[config.mk]
export PLATFORM = sky130hd
export DESIGN_NAME = bus_status_ctrl_flat
export DESIGN_NICKNAME = d
export VERILOG_FILES = /design/src/rtl/bus_status_pkg.sv /design/src/rtl/local_bus_if.sv /design/src/rtl/bus_status_ctrl.sv /design/src/flat_wrapper.sv
export VERILOG_INCLUDE_DIRS = /design/src /design/src/rtl
export SDC_FILE = /design/constraint.sdc
export NUM_CORES = 1
export LEC_CHECK = 0
export BUFFER_PORTS_ARGS = -buffer_cell sky130_fd_sc_hd__buf_2
export CAP_MARGIN = 15
export CORE_UTILIZATION = 40
export DETAILED_ROUTE_END_ITERATION = 6
export HOLD_SLACK_MARGIN = 0.15
export SYNTH_ARGS = -nofsm -noshare
export SYNTH_HDL_FRONTEND = slang
export SYNTH_SLANG_ARGS = --single-unit
[constraint.sdc]
create_clock -name clk_sys_in -period 1.7 [get_ports clk_sys_in]
set_input_delay 0.34 -clock clk_sys_in [delete_from_list [all_inputs] [get_ports clk_sys_in]]
set_output_delay 0.34 -clock clk_sys_in [all_outputs]
set_load 0.05 [all_outputs]
[src/rtl/bus_status_regs.svh]
// Status codes, reset values and counts of the local bus status logic.
// Assumes inclusion by the bus status package and both bus ends.
`ifndef BUS_STATUS_REGS_SVH
`define BUS_STATUS_REGS_SVH

// Status codes {code_or_int_ack, mem_or_io, hi_n, lo_n}
`define CODE_INT_ACK     4'h0
`define CODE_IDLE        4'h3
`define CODE_HALT        4'h4
`define CODE_MEM_READ    4'h5
`define CODE_MEM_WRITE   4'h6
`define CODE_IO_READ     4'h9
`define CODE_IO_WRITE    4'ha

// Field positions inside a status code
`define FLD_CODE_INTA    3
`define FLD_MEM_IO       2
`define FLD_STAT_HI      1
`define FLD_STAT_LO      0

// Reset values of the pins
`define RST_STATUS       4'h3
`define RST_LOCK_N       1'b1

// Default wait states added by the bus controller
`define DEF_WAIT_STATES  4

`endif

[src/rtl/bus_status_pkg.sv]
// Types shared by both ends of the local bus status logic.
// Assumes bus_status_regs.svh on the include path.
`include "bus_status_regs.svh"

package bus_status_pkg;

  typedef enum logic [3:0] {
    kind_int_ack   = `CODE_INT_ACK,
    kind_halt      = `CODE_HALT,
    kind_mem_read  = `CODE_MEM_READ,
    kind_mem_write = `CODE_MEM_WRITE,
    kind_io_read   = `CODE_IO_READ,
    kind_io_write  = `CODE_IO_WRITE
  } cycle_kind_t;

  typedef enum logic [2:0] {
    st_idle   = 3'b000,
    st_status = 3'b001,
    st_wait   = 3'b010,
    st_float  = 3'b011,
    st_hold   = 3'b100
  } dev_state_t;

  typedef struct packed {
    dev_state_t state;
    logic       hold_meta;
    logic       hold_sync;
    logic [3:0] status;
    logic       addr_one;
    logic       lock_n;
    logic       lock_cur;
    logic       lock_follow;
    logic       drv_en;
    logic       grant;
    logic       busy;
    logic       done;
  } dev_regs_t;

  typedef struct packed {
    logic       hold_req;
    logic       ready_n;
    logic       in_cycle;
    logic [3:0] wait_cnt;
    logic [3:0] kind;
    logic       halt;
    logic       start;
    logic       owned;
  } ctl_regs_t;

endpackage

[src/rtl/local_bus_if.sv]
// Local bus status and control lines between the processor end and the controller end.
// Assumes both ends clocked by the same system clock.
`timescale 1ns/1ps

interface local_bus_if;
  logic cycle_status_hi_n;
  logic cycle_status_lo_n;
  logic mem_or_io;
  logic code_or_int_ack;
  logic address_bit_one;
  logic bus_lock_n;
  logic status_oe;
  logic ready_n;
  logic hold_req;
  logic bus_grant_ack;
  logic lock_wire_n;

  // Floated lock line is held weakly high
  assign lock_wire_n = status_oe ? bus_lock_n : 1'b1;

  modport device (
    output cycle_status_hi_n,
    output cycle_status_lo_n,
    output mem_or_io,
    output code_or_int_ack,
    output address_bit_one,
    output bus_lock_n,
    output status_oe,
    output bus_grant_ack,
    input  ready_n,
    input  hold_req
  );

  modport controller (
    input  cycle_status_hi_n,
    input  cycle_status_lo_n,
    input  mem_or_io,
    input  code_or_int_ack,
    input  address_bit_one,
    input  lock_wire_n,
    input  status_oe,
    input  bus_grant_ack,
    output ready_n,
    output hold_req
  );
endinterface

[src/rtl/bus_status_ctrl.sv]
// Processor end: bus cycle status, lock, ready termination and hold handshake.
// Assumes the controller end on the same clock through local_bus_if.
//
// Functional notes
// RQ1 - Low code/inta codes: ack, reserved, idle, halt, memory
// RQ2 - High code/inta codes: I/O read, write, idle
// RQ3 - Address bit one tells halt from shutdown
// RQ4 - Both status lines high start no cycle
// RQ5 - Memory/IO high for memory and halt
// RQ6 - Code/inta has the same timing as memory/IO
// RQ7 - Float memory/IO and code/inta keeping last level
// RQ8 - Lock current and following cycle when needed
// RQ9 - Others never take bus while locked
// RQ10 - Lock floats, held high, during hold
// RQ11 - Cycle extends until ready sampled low
// RQ12 - Ready ignored during hold acknowledge
// RQ13 - Float drivers first, then acknowledge hold
// RQ14 - Release bus when hold request drops
// RQ15 - Synchronise hold request; acknowledge always driven
// RQ16 - Two-flop synchroniser; grant only between cycles
`timescale 1ns/1ps
`include "bus_status_regs.svh"

module bus_status_ctrl (
  input  wire logic        clk_sys_in,
  input  wire logic        reset_in,
  local_bus_if.device      bus,
  input  wire logic        cycle_req_in,
  input  wire logic [3:0]  cycle_kind_in,
  input  wire logic        halt_in,
  input  wire logic        lock_prefix_in,
  input  wire logic        exchange_instruction_in,
  input  wire logic        descriptor_access_in,
  output logic             busy_out,
  output logic             cycle_done_out,
  output logic             bus_released_out
);

  bus_status_pkg::dev_regs_t q;
  bus_status_pkg::dev_regs_t d;

  // Cycle codes the processor end may start, in match order
  localparam int         N_CODES = 6;
  localparam logic [3:0] IDLE_CODE = `CODE_IDLE;
  localparam logic [3:0] CYCLE_CODES [N_CODES] = '{
    `CODE_INT_ACK,
    `CODE_HALT,
    `CODE_MEM_READ,
    `CODE_MEM_WRITE,
    `CODE_IO_READ,
    `CODE_IO_WRITE
  };
  localparam logic [3:0] FLD_MAP = (4'h1 << `FLD_CODE_INTA) | (4'h1 << `FLD_MEM_IO) |
                                   (4'h1 << `FLD_STAT_HI) | (4'h1 << `FLD_STAT_LO);

  logic [N_CODES-1:0] kind_hit;
  logic               kind_legal;
  logic               is_int_ack;
  logic               is_io;
  logic               is_mem;
  logic               is_halt;
  logic               is_write;
  logic               is_read;
  logic [3:0]         code_next;
  logic               lock_now;
  logic               hold_allowed;

  // Idle must keep both status lines high
  if (!(IDLE_CODE[`FLD_STAT_HI] && IDLE_CODE[`FLD_STAT_LO])) begin : g_bad_idle
    $error("Idle code must keep both status lines high");
  end

  // Field positions must name four distinct bits of the code
  if (FLD_MAP != 4'hf) begin : g_bad_fld
    $error("Status field positions must be distinct bits");
  end

  // One match per listed code; every other code is refused
  for (genvar g = 0; g < N_CODES; g++) begin : g_kind
    if (CYCLE_CODES[g][`FLD_STAT_HI] && CYCLE_CODES[g][`FLD_STAT_LO]) begin : g_bad_code
      $error("Cycle code must not keep both status lines high");
    end
    assign kind_hit[g] = (cycle_kind_in == CYCLE_CODES[g]); // RQ1 RQ2
  end

  assign kind_legal = |kind_hit;

  // Cycle class of the request
  assign is_int_ack = kind_hit[0];
  assign is_halt    = kind_hit[1];
  assign is_mem     = kind_hit[2] || kind_hit[3];
  assign is_io      = kind_hit[4] || kind_hit[5];
  assign is_read    = kind_hit[2] || kind_hit[4];
  assign is_write   = kind_hit[3] || kind_hit[5];

  // Pin levels built from the class of the cycle
  always_comb begin
    code_next                 = 4'h0;
    code_next[`FLD_CODE_INTA] = is_io; // RQ6
    code_next[`FLD_MEM_IO]    = is_mem || is_halt; // RQ5
    code_next[`FLD_STAT_HI]   = is_write;
    code_next[`FLD_STAT_LO]   = is_read;
  end

  // Automatic and explicit lock sources
  assign lock_now = lock_prefix_in || exchange_instruction_in ||
                    descriptor_access_in ||
                    is_int_ack; // RQ8

  // Grant only between cycles and outside a lock
  assign hold_allowed = q.hold_sync && q.lock_n && !q.lock_follow; // RQ16

  always_comb begin
    d           = q;
    d.hold_meta = bus.hold_req; // RQ15
    d.hold_sync = q.hold_meta; // RQ16
    d.done      = 1'b0;
    unique case (q.state)
      bus_status_pkg::st_idle: begin
        d.status = `CODE_IDLE;
        if (hold_allowed) begin
          // Drivers off one cycle ahead of the acknowledge
          d.drv_en = 1'b0; // RQ13
          d.busy   = 1'b1;
          d.state  = bus_status_pkg::st_float;
        end else if (cycle_req_in && kind_legal) begin
          d.status   = code_next; // RQ1 RQ2 RQ5 RQ6
          d.addr_one = is_halt ? halt_in : 1'b0; // RQ3
          d.lock_cur = lock_now;
          d.lock_n   = !(lock_now || q.lock_follow); // RQ8
          d.busy     = 1'b1;
          d.state    = bus_status_pkg::st_status;
        end
      end
      bus_status_pkg::st_status: begin
        // Status stands for one cycle only
        d.status = `CODE_IDLE; // RQ4
        d.state  = bus_status_pkg::st_wait;
      end
      bus_status_pkg::st_wait: begin
        if (!bus.ready_n) begin
          // Lock carries over into the following cycle
          d.lock_follow = q.lock_cur; // RQ8
          d.lock_n      = !q.lock_cur;
          d.lock_cur    = 1'b0;
          d.done        = 1'b1; // RQ11
          d.busy        = 1'b0;
          d.state       = bus_status_pkg::st_idle;
        end
      end
      bus_status_pkg::st_float: begin
        d.grant = 1'b1; // RQ13
        d.state = bus_status_pkg::st_hold;
      end
      bus_status_pkg::st_hold: begin
        // Ready is not looked at here
        if (!q.hold_sync) begin // RQ12
          d.grant  = 1'b0; // RQ14
          d.drv_en = 1'b1;
          d.busy   = 1'b0;
          d.state  = bus_status_pkg::st_idle;
        end
      end
      default: begin
        d.state       = bus_status_pkg::st_idle;
        d.status      = `CODE_IDLE;
        d.addr_one    = 1'b0;
        d.lock_n      = `RST_LOCK_N;
        d.lock_cur    = 1'b0;
        d.lock_follow = 1'b0;
        d.grant       = 1'b0;
        d.drv_en      = 1'b1;
        d.busy        = 1'b0;
      end
    endcase
  end

  always_ff @(posedge clk_sys_in) begin
    if (reset_in) begin
      q.state       <= bus_status_pkg::st_idle;
      q.hold_meta   <= 1'b0;
      q.hold_sync   <= 1'b0;
      q.status      <= `RST_STATUS;
      q.addr_one    <= 1'b0;
      q.lock_n      <= `RST_LOCK_N;
      q.lock_cur    <= 1'b0;
      q.lock_follow <= 1'b0;
      q.drv_en      <= 1'b1;
      q.grant       <= 1'b0;
      q.busy        <= 1'b0;
      q.done        <= 1'b0;
    end else begin
      q <= d;
    end
  end

  // Pins keep their last level while floated
  assign bus.code_or_int_ack   = q.status[`FLD_CODE_INTA]; // RQ6 RQ7
  assign bus.mem_or_io         = q.status[`FLD_MEM_IO]; // RQ5 RQ7
  assign bus.cycle_status_hi_n = q.status[`FLD_STAT_HI];
  assign bus.cycle_status_lo_n = q.status[`FLD_STAT_LO];
  assign bus.address_bit_one   = q.addr_one;
  assign bus.bus_lock_n        = q.lock_n;
  assign bus.status_oe         = q.drv_en; // RQ7 RQ10
  assign bus.bus_grant_ack     = q.grant; // RQ15
  assign busy_out              = q.busy;
  assign cycle_done_out        = q.done;
  assign bus_released_out      = q.grant;

endmodule // bus_status_ctrl

[src/flat_wrapper.sv]
// flat-port wrapper written by rule: the top's interface ports become plain ports
module bus_status_ctrl_flat 
  (clk_sys_in, reset_in, cycle_req_in, cycle_kind_in, halt_in, lock_prefix_in, exchange_instruction_in, descriptor_access_in, busy_out, cycle_done_out, bus_released_out, bus_cycle_status_hi_n, bus_cycle_status_lo_n, bus_mem_or_io, bus_code_or_int_ack, bus_address_bit_one, bus_bus_lock_n, bus_status_oe, bus_bus_grant_ack, bus_ready_n, bus_hold_req);
  local_bus_if bus_i ();
  input  wire logic clk_sys_in;
  input  wire logic reset_in;
  input  wire logic cycle_req_in;
  input  wire logic [3:0] cycle_kind_in;
  input  wire logic halt_in;
  input  wire logic lock_prefix_in;
  input  wire logic exchange_instruction_in;
  input  wire logic descriptor_access_in;
  output logic busy_out;
  output logic cycle_done_out;
  output logic bus_released_out;
  output wire logic [$bits(bus_i.cycle_status_hi_n)-1:0] bus_cycle_status_hi_n;
  output wire logic [$bits(bus_i.cycle_status_lo_n)-1:0] bus_cycle_status_lo_n;
  output wire logic [$bits(bus_i.mem_or_io)-1:0] bus_mem_or_io;
  output wire logic [$bits(bus_i.code_or_int_ack)-1:0] bus_code_or_int_ack;
  output wire logic [$bits(bus_i.address_bit_one)-1:0] bus_address_bit_one;
  output wire logic [$bits(bus_i.bus_lock_n)-1:0] bus_bus_lock_n;
  output wire logic [$bits(bus_i.status_oe)-1:0] bus_status_oe;
  output wire logic [$bits(bus_i.bus_grant_ack)-1:0] bus_bus_grant_ack;
  input wire logic [$bits(bus_i.ready_n)-1:0] bus_ready_n;
  input wire logic [$bits(bus_i.hold_req)-1:0] bus_hold_req;
  assign bus_cycle_status_hi_n = bus_i.cycle_status_hi_n;
  assign bus_cycle_status_lo_n = bus_i.cycle_status_lo_n;
  assign bus_mem_or_io = bus_i.mem_or_io;
  assign bus_code_or_int_ack = bus_i.code_or_int_ack;
  assign bus_address_bit_one = bus_i.address_bit_one;
  assign bus_bus_lock_n = bus_i.bus_lock_n;
  assign bus_status_oe = bus_i.status_oe;
  assign bus_bus_grant_ack = bus_i.bus_grant_ack;
  assign bus_i.ready_n = bus_ready_n;
  assign bus_i.hold_req = bus_hold_req;
  bus_status_ctrl u_core (.clk_sys_in(clk_sys_in), .reset_in(reset_in), .bus(bus_i), .cycle_req_in(cycle_req_in), .cycle_kind_in(cycle_kind_in), .halt_in(halt_in), .lock_prefix_in(lock_prefix_in), .exchange_instruction_in(exchange_instruction_in), .descriptor_access_in(descriptor_access_in), .busy_out(busy_out), .cycle_done_out(cycle_done_out), .bus_released_out(bus_released_out));
endmodule
==> flow_metrics.env, run 1 <==
export IMPL_status="finished clean"
export IMPL_vias=826
export IMPL_fin_crit_ps=1470
export IMPL_drt_wl_total_um=1940
export IMPL_first_iter_violations=12
export IMPL_cts_tree="done"
export IMPL_startpoint="u_core.q[16]$_SDFFE_PP0P_"
export IMPL_place_inst=151
export IMPL_clock_path_buffers=2
export IMPL_antenna_found_initial=0
export IMPL_total_power_w=0.00111
export IMPL_rows=17
export IMPL_synth_ff_type="dfxtp_1"
export IMPL_synth_async_reset_ratio_pct=0
export IMPL_rsz0062_at_grt="false"
export IMPL_tns_ps=0
export IMPL_port_buffers=23
export IMPL_start_util_pct=42.6
export IMPL_worstPathArrival_ps=1660
export IMPL_dieArea_um2=2580
export IMPL_yosysTopAreaCellShare_pct=35.7
export IMPL_hold_path_class="in -> reg"
export IMPL_max_cap_violations=0
export IMPL_netlist_top_cells_area="dfxtp_1 (36%), nor2b_1 (3.3%), inv_1 (3.2%)"
export IMPL_nets=141
export IMPL_hold_viol=0
export IMPL_power_per_cell_area_nw_per_um2=996
export IMPL_cts_root_buf="clkbuf_4"
export IMPL_die_y_um=50.8
export IMPL_setup_viol=0
export IMPL_gp_congestion=0.767
export IMPL_fillers=228
export IMPL_yosysMostFrequentCell="dfxtp_1"
export IMPL_drtAntennaViolNets=0
export IMPL_layout_drive_gt1_share_pct=30.7
export IMPL_p_leak_nw=0.465
export IMPL_drv_slew=0
export IMPL_multiInputGateArea_um2=539
export IMPL_cts_sinks=17
export IMPL_max_stage_delay_ps=460
export IMPL_fin_skew_ps=8.23
export IMPL_min_period_over_period_pct=86.3
export IMPL_r2r_start="u_core.q[16]$_SDFFE_PP0P_"
export IMPL_finalNonFillerCells=155
export IMPL_netlist_area_um2=952
export IMPL_path_clk_slew_ps=110
export IMPL_grt_max_degree=23
export IMPL_critPathRequiredTime_ps=1890
export IMPL_clkLatencyLatePin_ps=300
export IMPL_fin_util_pct=50.0
export IMPL_die_width_um=50.8
export IMPL_grt_pass1_vias=734
export IMPL_synth_seq_cells=17
export IMPL_tightest_slew_ps=448
export IMPL_holdCritStartpoint="bus_hold_req"
export IMPL_drt_pass1_iter_count=4
export IMPL_rr_worst_depth=4
export IMPL_yosysTopAreaCell="dfxtp_1"
export IMPL_worstSetupPathDepth=4
export IMPL_viasPerCell=5.33
export IMPL_syn2layout_area_growth_pct=17.3
export IMPL_crit_chain="nor3_2, buf_4, nand4_4, o32a_1"
export IMPL_grt_usage_pct=17.7
export IMPL_syn_nets=117
export IMPL_synth_edf_count=0
export IMPL_core_area_um2=2230
export IMPL_synth_seq_area_share_pct=35.7
export IMPL_dpl_hpwl_um=1440
export IMPL_drc=0
export IMPL_ys_warn_count=0
export IMPL_crit_fanout=12
export IMPL_rrSetupSlack_ps=230
export IMPL_hold_buffers=0
export IMPL_io_pins=24
export IMPL_synth_distinct_cells=42
export IMPL_relSlewSlack_pct=70.1
export IMPL_synth_common_cells="dfxtp_1 (17), inv_1 (8), nand2_1 (8)"
export IMPL_grt_overflow=0
export IMPL_h_tree_depth=1
export IMPL_seq_area_um2=340
export IMPL_critical_path_top_delay_family="flip-flops"
export IMPL_fmaxAchievable_mhz=681
export IMPL_ir_drop_v=0.000588
export IMPL_post_drt_wl_per_cell_um=12.5
export IMPL_syn_area_per_cell_um2=9.16
export IMPL_crit_type="reg -> reg"
export IMPL_cp_num_buf_inv=1
export IMPL_cp_end_kind="flip-flop"
export IMPL_startpoint_type="flip-flop"
export IMPL_ctsResizeCount=0
export IMPL_grt_pass1_wl_um=3300
export IMPL_syn_inst=104
export IMPL_diodes=0
export IMPL_hold_depth=2
export IMPL_numCtsBuffers=3
export IMPL_cpMaxStageDelayCell="dfxtp_1"
export IMPL_cts_post_setup_buffers_inserted=0
## metrics by stage
step	worst slack (ps)	instance area, um^2	hold WS (ps)
2_1_floorplan	161	952	414
3_3_place_gp	56.1	1090	422
3_5_place_dp	33.8	1090	431
4_1_cts	238	1120	235
5_1_grt	165	1120	247
6_report	232	1120	244
## layout make-up
class                   count  area share, %
repair buffers             27           13.0
well taps                  28           3.14
multi-input cells          71           48.3
flip-flops and latches     17           30.5
clock buffers               3           2.02
inverters                   8           2.69
clock inverters             1          0.448
## final timing paths
kind | end
worst min-delay path | u_core.d[12]$_SDFF_PP0_
worst max register to register | u_core.bus.cycle_status_lo_n$_SDFFE_PP1N_
worst min register to register | u_core.q[12]$_SDFF_PP0_
worst max-delay path | u_core.bus.cycle_status_lo_n$_SDFFE_PP1N_
## power breakdown
part | leakage (nW) | total, W | internal (W) | switching, W
Sequential | 0.139 | 0.000492 | 0.000440 | 0.0000521
Combinational | 0.309 | 0.000397 | 0.000164 | 0.000233
Clock | 0.0177 | 0.000224 | 0.0000878 | 0.000136
## flip-flops by register name, indices dropped and copies added, names as in the netlist
signal,cells
u_core.bus.address_bit_one,1
u_core.bus.cycle_status_hi_n,1
u_core.cycle_done_out,1
u_core.q,6
u_core.bus.status_oe,1
u_core.bus.bus_grant_ack,1
u_core.busy_out,1
u_core.bus.code_or_int_ack,1
u_core.bus.bus_lock_n,1
u_core.d,1
u_core.bus.mem_or_io,1
u_core.bus.cycle_status_lo_n,1
## layer usage
metal | global-route usage (%) | share of wire, % | vias to the layer above
li1 | - | - | 421
met2 | 25.3 | 44 | 16
met4 | 11.6 | 2.6 | 0
met3 | 4.85 | 3.4 | 4
met5 | 0 | 0 | -
met1 | 23.0 | 50 | 385
## worst reg2reg max path: cells and delay by family (launching register included)
| family | cells | cell delay (ps) |
|---|---|---|
| and+or+nand+nor | 2 | 370 |
| AOI/OAI and AO/OA | 1 | 360 |
| DFF | 1 | 460 |
| buffers and inverters | 1 | 170 |
## cells in the final DEF (no fill, tap or decap), types with 2 or more instances in the layout
cell type / Yosys / routed
buf_2: 1 / 23
nand2_1: 8 / 8
o21a_1: 2 / 2
nor2_1: 5 / 5
nor3b_1: 2 / 2
and3b_1: 3 / 3
buf_4: 3 / 4
or2_2: 2 / 2
clkbuf_4: 0 / 3
o21ai_1: 3 / 3
o32a_1: 2 / 2
mux2i_1: 2 / 2
xnor2_1: 2 / 2
a21oi_1: 5 / 5
nand2b_1: 2 / 2
dfxtp_1: 17 / 17
nand3b_1: 2 / 2
inv_1: 8 / 8
o32ai_1: 3 / 3
nor3_1: 2 / 2
nor2b_1: 5 / 5
## cell families (layout without fill, tap and decap cells)
family	after synthesis	count (layout)	share of synthesized area (%)
AO/OA/AOI/OAI	26	26	23.7
XOR/XNOR	2	2	1.84
buffers and inverters	16	39	7.62
flip-flops	17	17	35.7
multiplexers	4	4	4.47
AND/OR/NAND/NOR	39	39	26.7
Note: power is estimated with default switching activity, not from simulation.
==> run 2, diff against run 1 <==
--- a/config.mk
+++ b/config.mk
@@ -6,11 +6,12 @@
 export SDC_FILE = /design/constraint.sdc
 export NUM_CORES = 1
 export LEC_CHECK = 0
-export BUFFER_PORTS_ARGS = -buffer_cell sky130_fd_sc_hd__buf_2
 export CAP_MARGIN = 15
 export CORE_UTILIZATION = 40
 export DETAILED_ROUTE_END_ITERATION = 6
+export DONT_BUFFER_PORTS = 1
 export HOLD_SLACK_MARGIN = 0.15
+export SETUP_SLACK_MARGIN = 0.02
 export SYNTH_ARGS = -nofsm -noshare
 export SYNTH_HDL_FRONTEND = slang
 export SYNTH_SLANG_ARGS = --single-unit
==> flow_metrics.env, run 2 (synthesized netlist as in run 1, its figures left out) <==
export IMPL_status="finished clean"
export IMPL_start_util_pct=42.6
export IMPL_cts_tree="done"
export IMPL_drc=0
export IMPL_drt_wl_total_um=1920
export IMPL_fmaxAchievable_mhz=668
export IMPL_startpoint_type="flip-flop"
export IMPL_vias=774
export IMPL_clock_path_buffers=2
export IMPL_placed_cell_area_um2=967
export IMPL_top_register="u_core.q"
export IMPL_cts_root_buf="clkbuf_4"
export IMPL_fillers=233
export IMPL_layout_drive_gt1_share_pct=14.2
export IMPL_io_pins=24
export IMPL_die_width_um=50.8
export IMPL_first_iter_violations=17
export IMPL_layout_common_cells="dfxtp_1 (17), inv_1 (8), nand2_1 (8)"
export IMPL_ir_drop_v=0.000708
export IMPL_setup_viol=0
export IMPL_crit_fanout=12
export IMPL_whs_ps=170
export IMPL_final_common_cell="dfxtp_1"
export IMPL_regToRegEndpoint="u_core.bus.bus_lock_n$_SDFFE_PP1P_"
export IMPL_p_leak_nw=0.378
export IMPL_die_y_um=50.8
export IMPL_largest_reg_flops=6
export IMPL_crit_type="reg -> reg"
export IMPL_rrSetupSlack_ps=200
export IMPL_drtAntennaViolNets=0
export IMPL_post_drt_wl_per_cell_um=14.3
export IMPL_antenna_found_initial=0
export IMPL_min_period_over_period_pct=88.1
export IMPL_cts_sinks=17
export IMPL_crit_end="u_core.bus.bus_lock_n$_SDFFE_PP1P_"
export IMPL_cp_end_kind="flip-flop"
export IMPL_dpl_hpwl_um=1400
export IMPL_relSlewSlack_pct=65.4
export IMPL_power_per_cell_area_nw_per_um2=1040
export IMPL_drv_slew=0
export IMPL_grt_pass1_vias=751
export IMPL_hold_path_class="in -> reg"
export IMPL_multiInputGateArea_um2=539
export IMPL_fin_skew_ps=14.5
export IMPL_seq_area_um2=340
export IMPL_r2r_start="u_core.q[16]$_SDFFE_PP0P_"
export IMPL_grt_usage_pct=17.1
export IMPL_fin_crit_ps=1500
export IMPL_rr_worst_depth=3
export IMPL_gp_congestion=0.794
export IMPL_syn2layout_area_growth_pct=7.62
export IMPL_viasPerCell=5.78
export IMPL_numCtsBuffers=3
export IMPL_clkLatencyLatePin_ps=300
export IMPL_grt_max_degree=15
export IMPL_grt_pass1_wl_um=3300
export IMPL_path_clk_slew_ps=110
export IMPL_worstPathArrival_ps=1680
export IMPL_tns_ps=0
export IMPL_grt_overflow=0
export IMPL_hold_viol=0
export IMPL_core_area_um2=2230
export IMPL_rsz0062_at_grt="false"
export IMPL_rows=17
export IMPL_cts_post_setup_buffers_inserted=0
export IMPL_nets=120
export IMPL_port_buffers=0
export IMPL_dieArea_um2=2580
export IMPL_hold_depth=1
export IMPL_stdcell_area_um2=1020
export IMPL_max_cap_violations=0
export IMPL_tightest_slew_ps=519
export IMPL_startpoint="u_core.q[16]$_SDFFE_PP0P_"
export IMPL_critPathRequiredTime_ps=1880
export IMPL_h_tree_depth=1
export IMPL_drt_pass1_iter_count=4
export IMPL_diodes=0
-- run 2: cell count changes in the layout (fill, tap and decap cells not counted), sizes merged --
cell	before	now
buf	27	3
dlygate4sd3	0	3
-- run 2: worst min-delay path by stage --
stage	from	end	slack (ps)
4_1_cts	reset_in	u_core.busy_out$_SDFFE_PP0P_	150
3_5_place_dp	reset_in	u_core.bus.bus_grant_ack$_SDFFE_PP0P_	420
6_report	bus_hold_req	u_core.d[12]$_SDFF_PP0_	170
3_3_place_gp	reset_in	u_core.q[16]$_SDFFE_PP0P_	410
2_1_floorplan	u_core.d[12]$_SDFF_PP0_	u_core.q[12]$_SDFF_PP0_	410
5_1_grt	bus_hold_req	u_core.d[12]$_SDFF_PP0_	170
-- run 2: where the power goes --
part	leakage, nW	internal [W]	switching, W
clock network	0.0177	0.0000878	0.000136
registers	0.139	0.000440	0.000108
logic	0.221	0.000138	0.000154
-- run 2: final cells by class --
type,instances,area share (%)
clock buffers,3,2.20
clock inverters,1,0.488
inverters,8,2.93
multi-input cells,71,52.6
flip-flops and latches,17,33.2
well taps,28,3.42
repair buffers,6,5.13
-- run 2: critical path: stages (launching register included) --
cell and delay [ps]:
dfxtp_1 430, nor3_2 390, nand4_4 200, mux2_1 360
-- run 2: repair_timing --
item,in CTS,in global routing
resized for setup,0,0
hold buffers,2,1
endpoints found under the hold margin,9,1
-- run 2: metal layers --
metal  part of all wire [%]  routed length, um  vias up  GRT usage [%]
li1                       -                  -      380              -
met4                   0.73                 14        0           6.48
met1                     45                870      362           21.1
met2                     45                867       30           25.8
met5                      0                  0        -              0
met3                    8.7                166        2           7.58
-- run 2: per-stage QoR --
step / total power, W / setup slack (ps) / cells / util, %
after floorplan: 0.000799 / 161 / 104 / -
after global placement: 0.000839 / 181 / 127 / 43.3
after detailed placement: 0.000840 / 149 / 127 / 43.3
after CTS: 0.00107 / 211 / 133 / 45.4
after global routing: 0.00112 / 85.6 / 134 / 45.9
final: 0.00106 / 203 / 134 / 45.9
==> run 3, diff against run 2 <==
--- a/config.mk
+++ b/config.mk
@@ -11,7 +11,7 @@
 export DETAILED_ROUTE_END_ITERATION = 6
 export DONT_BUFFER_PORTS = 1
 export HOLD_SLACK_MARGIN = 0.15
-export SETUP_SLACK_MARGIN = 0.02
+export SETUP_SLACK_MARGIN = 0.3
 export SYNTH_ARGS = -nofsm -noshare
 export SYNTH_HDL_FRONTEND = slang
 export SYNTH_SLANG_ARGS = --single-unit
==> flow_metrics.env, run 3 (synthesized netlist as in run 1, its figures left out) <==
export IMPL_seq_power_share_pct=50.4
export IMPL_fin_skew_ps=5.59
export IMPL_power_per_cell_area_nw_per_um2=1020
export IMPL_crit_fanout=9
export IMPL_cpMaxStageDelayCell="dfxtp_4"
export IMPL_clock_path_buffers=2
export IMPL_drt_wl_total_um=2060
export IMPL_grt_pass1_wl_um=3240
export IMPL_final_common_cell="dfxtp_1"
export IMPL_startpoint_type="flip-flop"
export IMPL_antenna_found_initial=0
export IMPL_tns_ps=0
export IMPL_total_power_w=0.00110
export IMPL_relSlewSlack_pct=66.1
export IMPL_numCtsBuffers=3
export IMPL_largest_reg_flops=6
export IMPL_worstPathArrival_ps=1520
export IMPL_vias=753
export IMPL_critPathRequiredTime_ps=1890
export IMPL_switching_share_pct=36.9
export IMPL_p_leak_nw=0.407
export IMPL_cp_end_kind="flip-flop"
export IMPL_place_inst=127
export IMPL_p_int_w=0.000694
export IMPL_crit_type="reg -> reg"
export IMPL_drt_pass1_iter_count=4
export IMPL_hold_path_class="in -> reg"
export IMPL_dieArea_um2=2580
export IMPL_die_y_um=50.8
export IMPL_drtAntennaViolNets=0
export IMPL_fin_crit_ps=1330
export IMPL_max_stage_delay_ps=390
export IMPL_post_drt_wl_per_cell_um=14.9
export IMPL_hold_viol=0
export IMPL_drc=0
export IMPL_stdcell_area_um2=1070
export IMPL_start_util_pct=42.6
export IMPL_crit_chain="nor3_4, nand4_4, mux2_4"
export IMPL_cts_sinks=17
export IMPL_grt_usage_pct=17.3
export IMPL_rsz0062_at_grt="false"
export IMPL_pwr_share_comb_pct=29.7
export IMPL_setup_viol=0
export IMPL_viasPerCell=5.46
export IMPL_layout_common_cells="dfxtp_1 (13), inv_1 (8), nand2_1 (8), buf_4 (7)"
export IMPL_rows=17
export IMPL_min_period_over_period_pct=78.3
export IMPL_r2r_start="u_core.q[16]$_SDFFE_PP0P_"
export IMPL_critical_path_top_delay_family="simple AND/OR/NAND/NOR gates"
export IMPL_finalNonFillerCells=138
export IMPL_startpoint="u_core.q[16]$_SDFFE_PP0P_"
export IMPL_io_pins=24
export IMPL_clkLatencyLatePin_ps=290
export IMPL_p_clk_share_pct=20.0
export IMPL_cts_root_buf="clkbuf_4"
export IMPL_grt_pass1_vias=734
export IMPL_max_cap_violations=0
export IMPL_top_register="u_core.q"
export IMPL_syn2layout_area_growth_pct=12.7
export IMPL_tightest_slew_ps=508
export IMPL_power_switching_w=0.000405
export IMPL_port_buffers=0
export IMPL_ir_drop_v=0.000753
export IMPL_cp_num_buf_inv=0
export IMPL_die_width_um=50.8
export IMPL_core_area_um2=2230
export IMPL_grt_overflow=0
export IMPL_nets=124
export IMPL_dpl_hpwl_um=1430
export IMPL_grt_max_degree=17
export IMPL_first_iter_violations=9
export IMPL_drv_slew=0
export IMPL_diodes=0
export IMPL_holdCritStartpoint="bus_hold_req"
export IMPL_layout_drive_gt1_share_pct=20.9
export IMPL_status="finished clean"
export IMPL_fmaxAchievable_mhz=752
export IMPL_cts_tree="done"
export IMPL_placed_cell_area_um2=972
export IMPL_gp_congestion=0.767
export IMPL_h_tree_depth=1
export IMPL_path_clk_slew_ps=100
run 3: cell types whose count changed in the layout (fill, tap and decap cells not counted):
cell and delta:
mux2_1 -1, dfxtp_4 +2, mux2_4 +1, clkinv_2 -1, nor3_4 +1, nor3_2 -1
clkbuf_1 +1, buf_4 +4, dfxtp_2 +2, dfxtp_1 -4
run 3: power by group through the flow:
stage	logic, W	registers, W	clock network, W
floorplan	0.000255	0.000557	0
global placement	0.000289	0.000557	0
global route	0.000356	0.000565	0.000245
finish	0.000326	0.000553	0.000219
detailed placement	0.000295	0.000557	0
CTS	0.000308	0.000554	0.000226
run 3: worst register-to-register path, stage by stage (launching register included):
cell and delay (ps):
dfxtp_4 390, nor3_4 290, nand4_4 210, mux2_4 340
run 3: area by class of cell:
class                   instances  area [um^2]
well taps                      28         35.0
multi-input cells              71          549
flip-flops and latches         17          350
clock buffers                   4         26.3
inverters                       8         30.0
repair buffers                 10         82.6
fillers                       229         1160
run 3: layer usage:
layer | wire length [um] | up-vias | global-route usage (%)
met1 | 922 | 347 | 21.6
li1 | - | 385 | -
met4 | 31 | 0 | 8.33
met5 | 0 | - | 0
met2 | 1010 | 17 | 27.6
met3 | 96 | 4 | 4.55
run 3: through the flow:
step                setup slack (ps)  hold slack [ps]  utilization [%]
global route                     289              163             48.1
finish                           370              175             48.1
floorplan                        249              414                -
detailed placement               180              414             43.5
global placement                 211              412             43.5
CTS                              354              150             46.1
run 3: what timing repair did:
action	in CTS	in global routing
setup endpoints to repair	5	3
pin swaps	0	2
hold buffers	2	1
setup buffers	0	4
gates resized for setup	4	2
hold endpoints to repair	7	3
run 3: final timing paths:
kind,endpoint,slack (ps),depth (start not counted)
setup / recovery,u_core.bus.bus_lock_n$_SDFFE_PP1P_,370,3
hold / removal,u_core.d[12]$_SDFF_PP0_,180,1
setup reg to reg,u_core.bus.bus_lock_n$_SDFFE_PP1P_,370,3
hold reg to reg,u_core.q[12]$_SDFF_PP0_,440,1
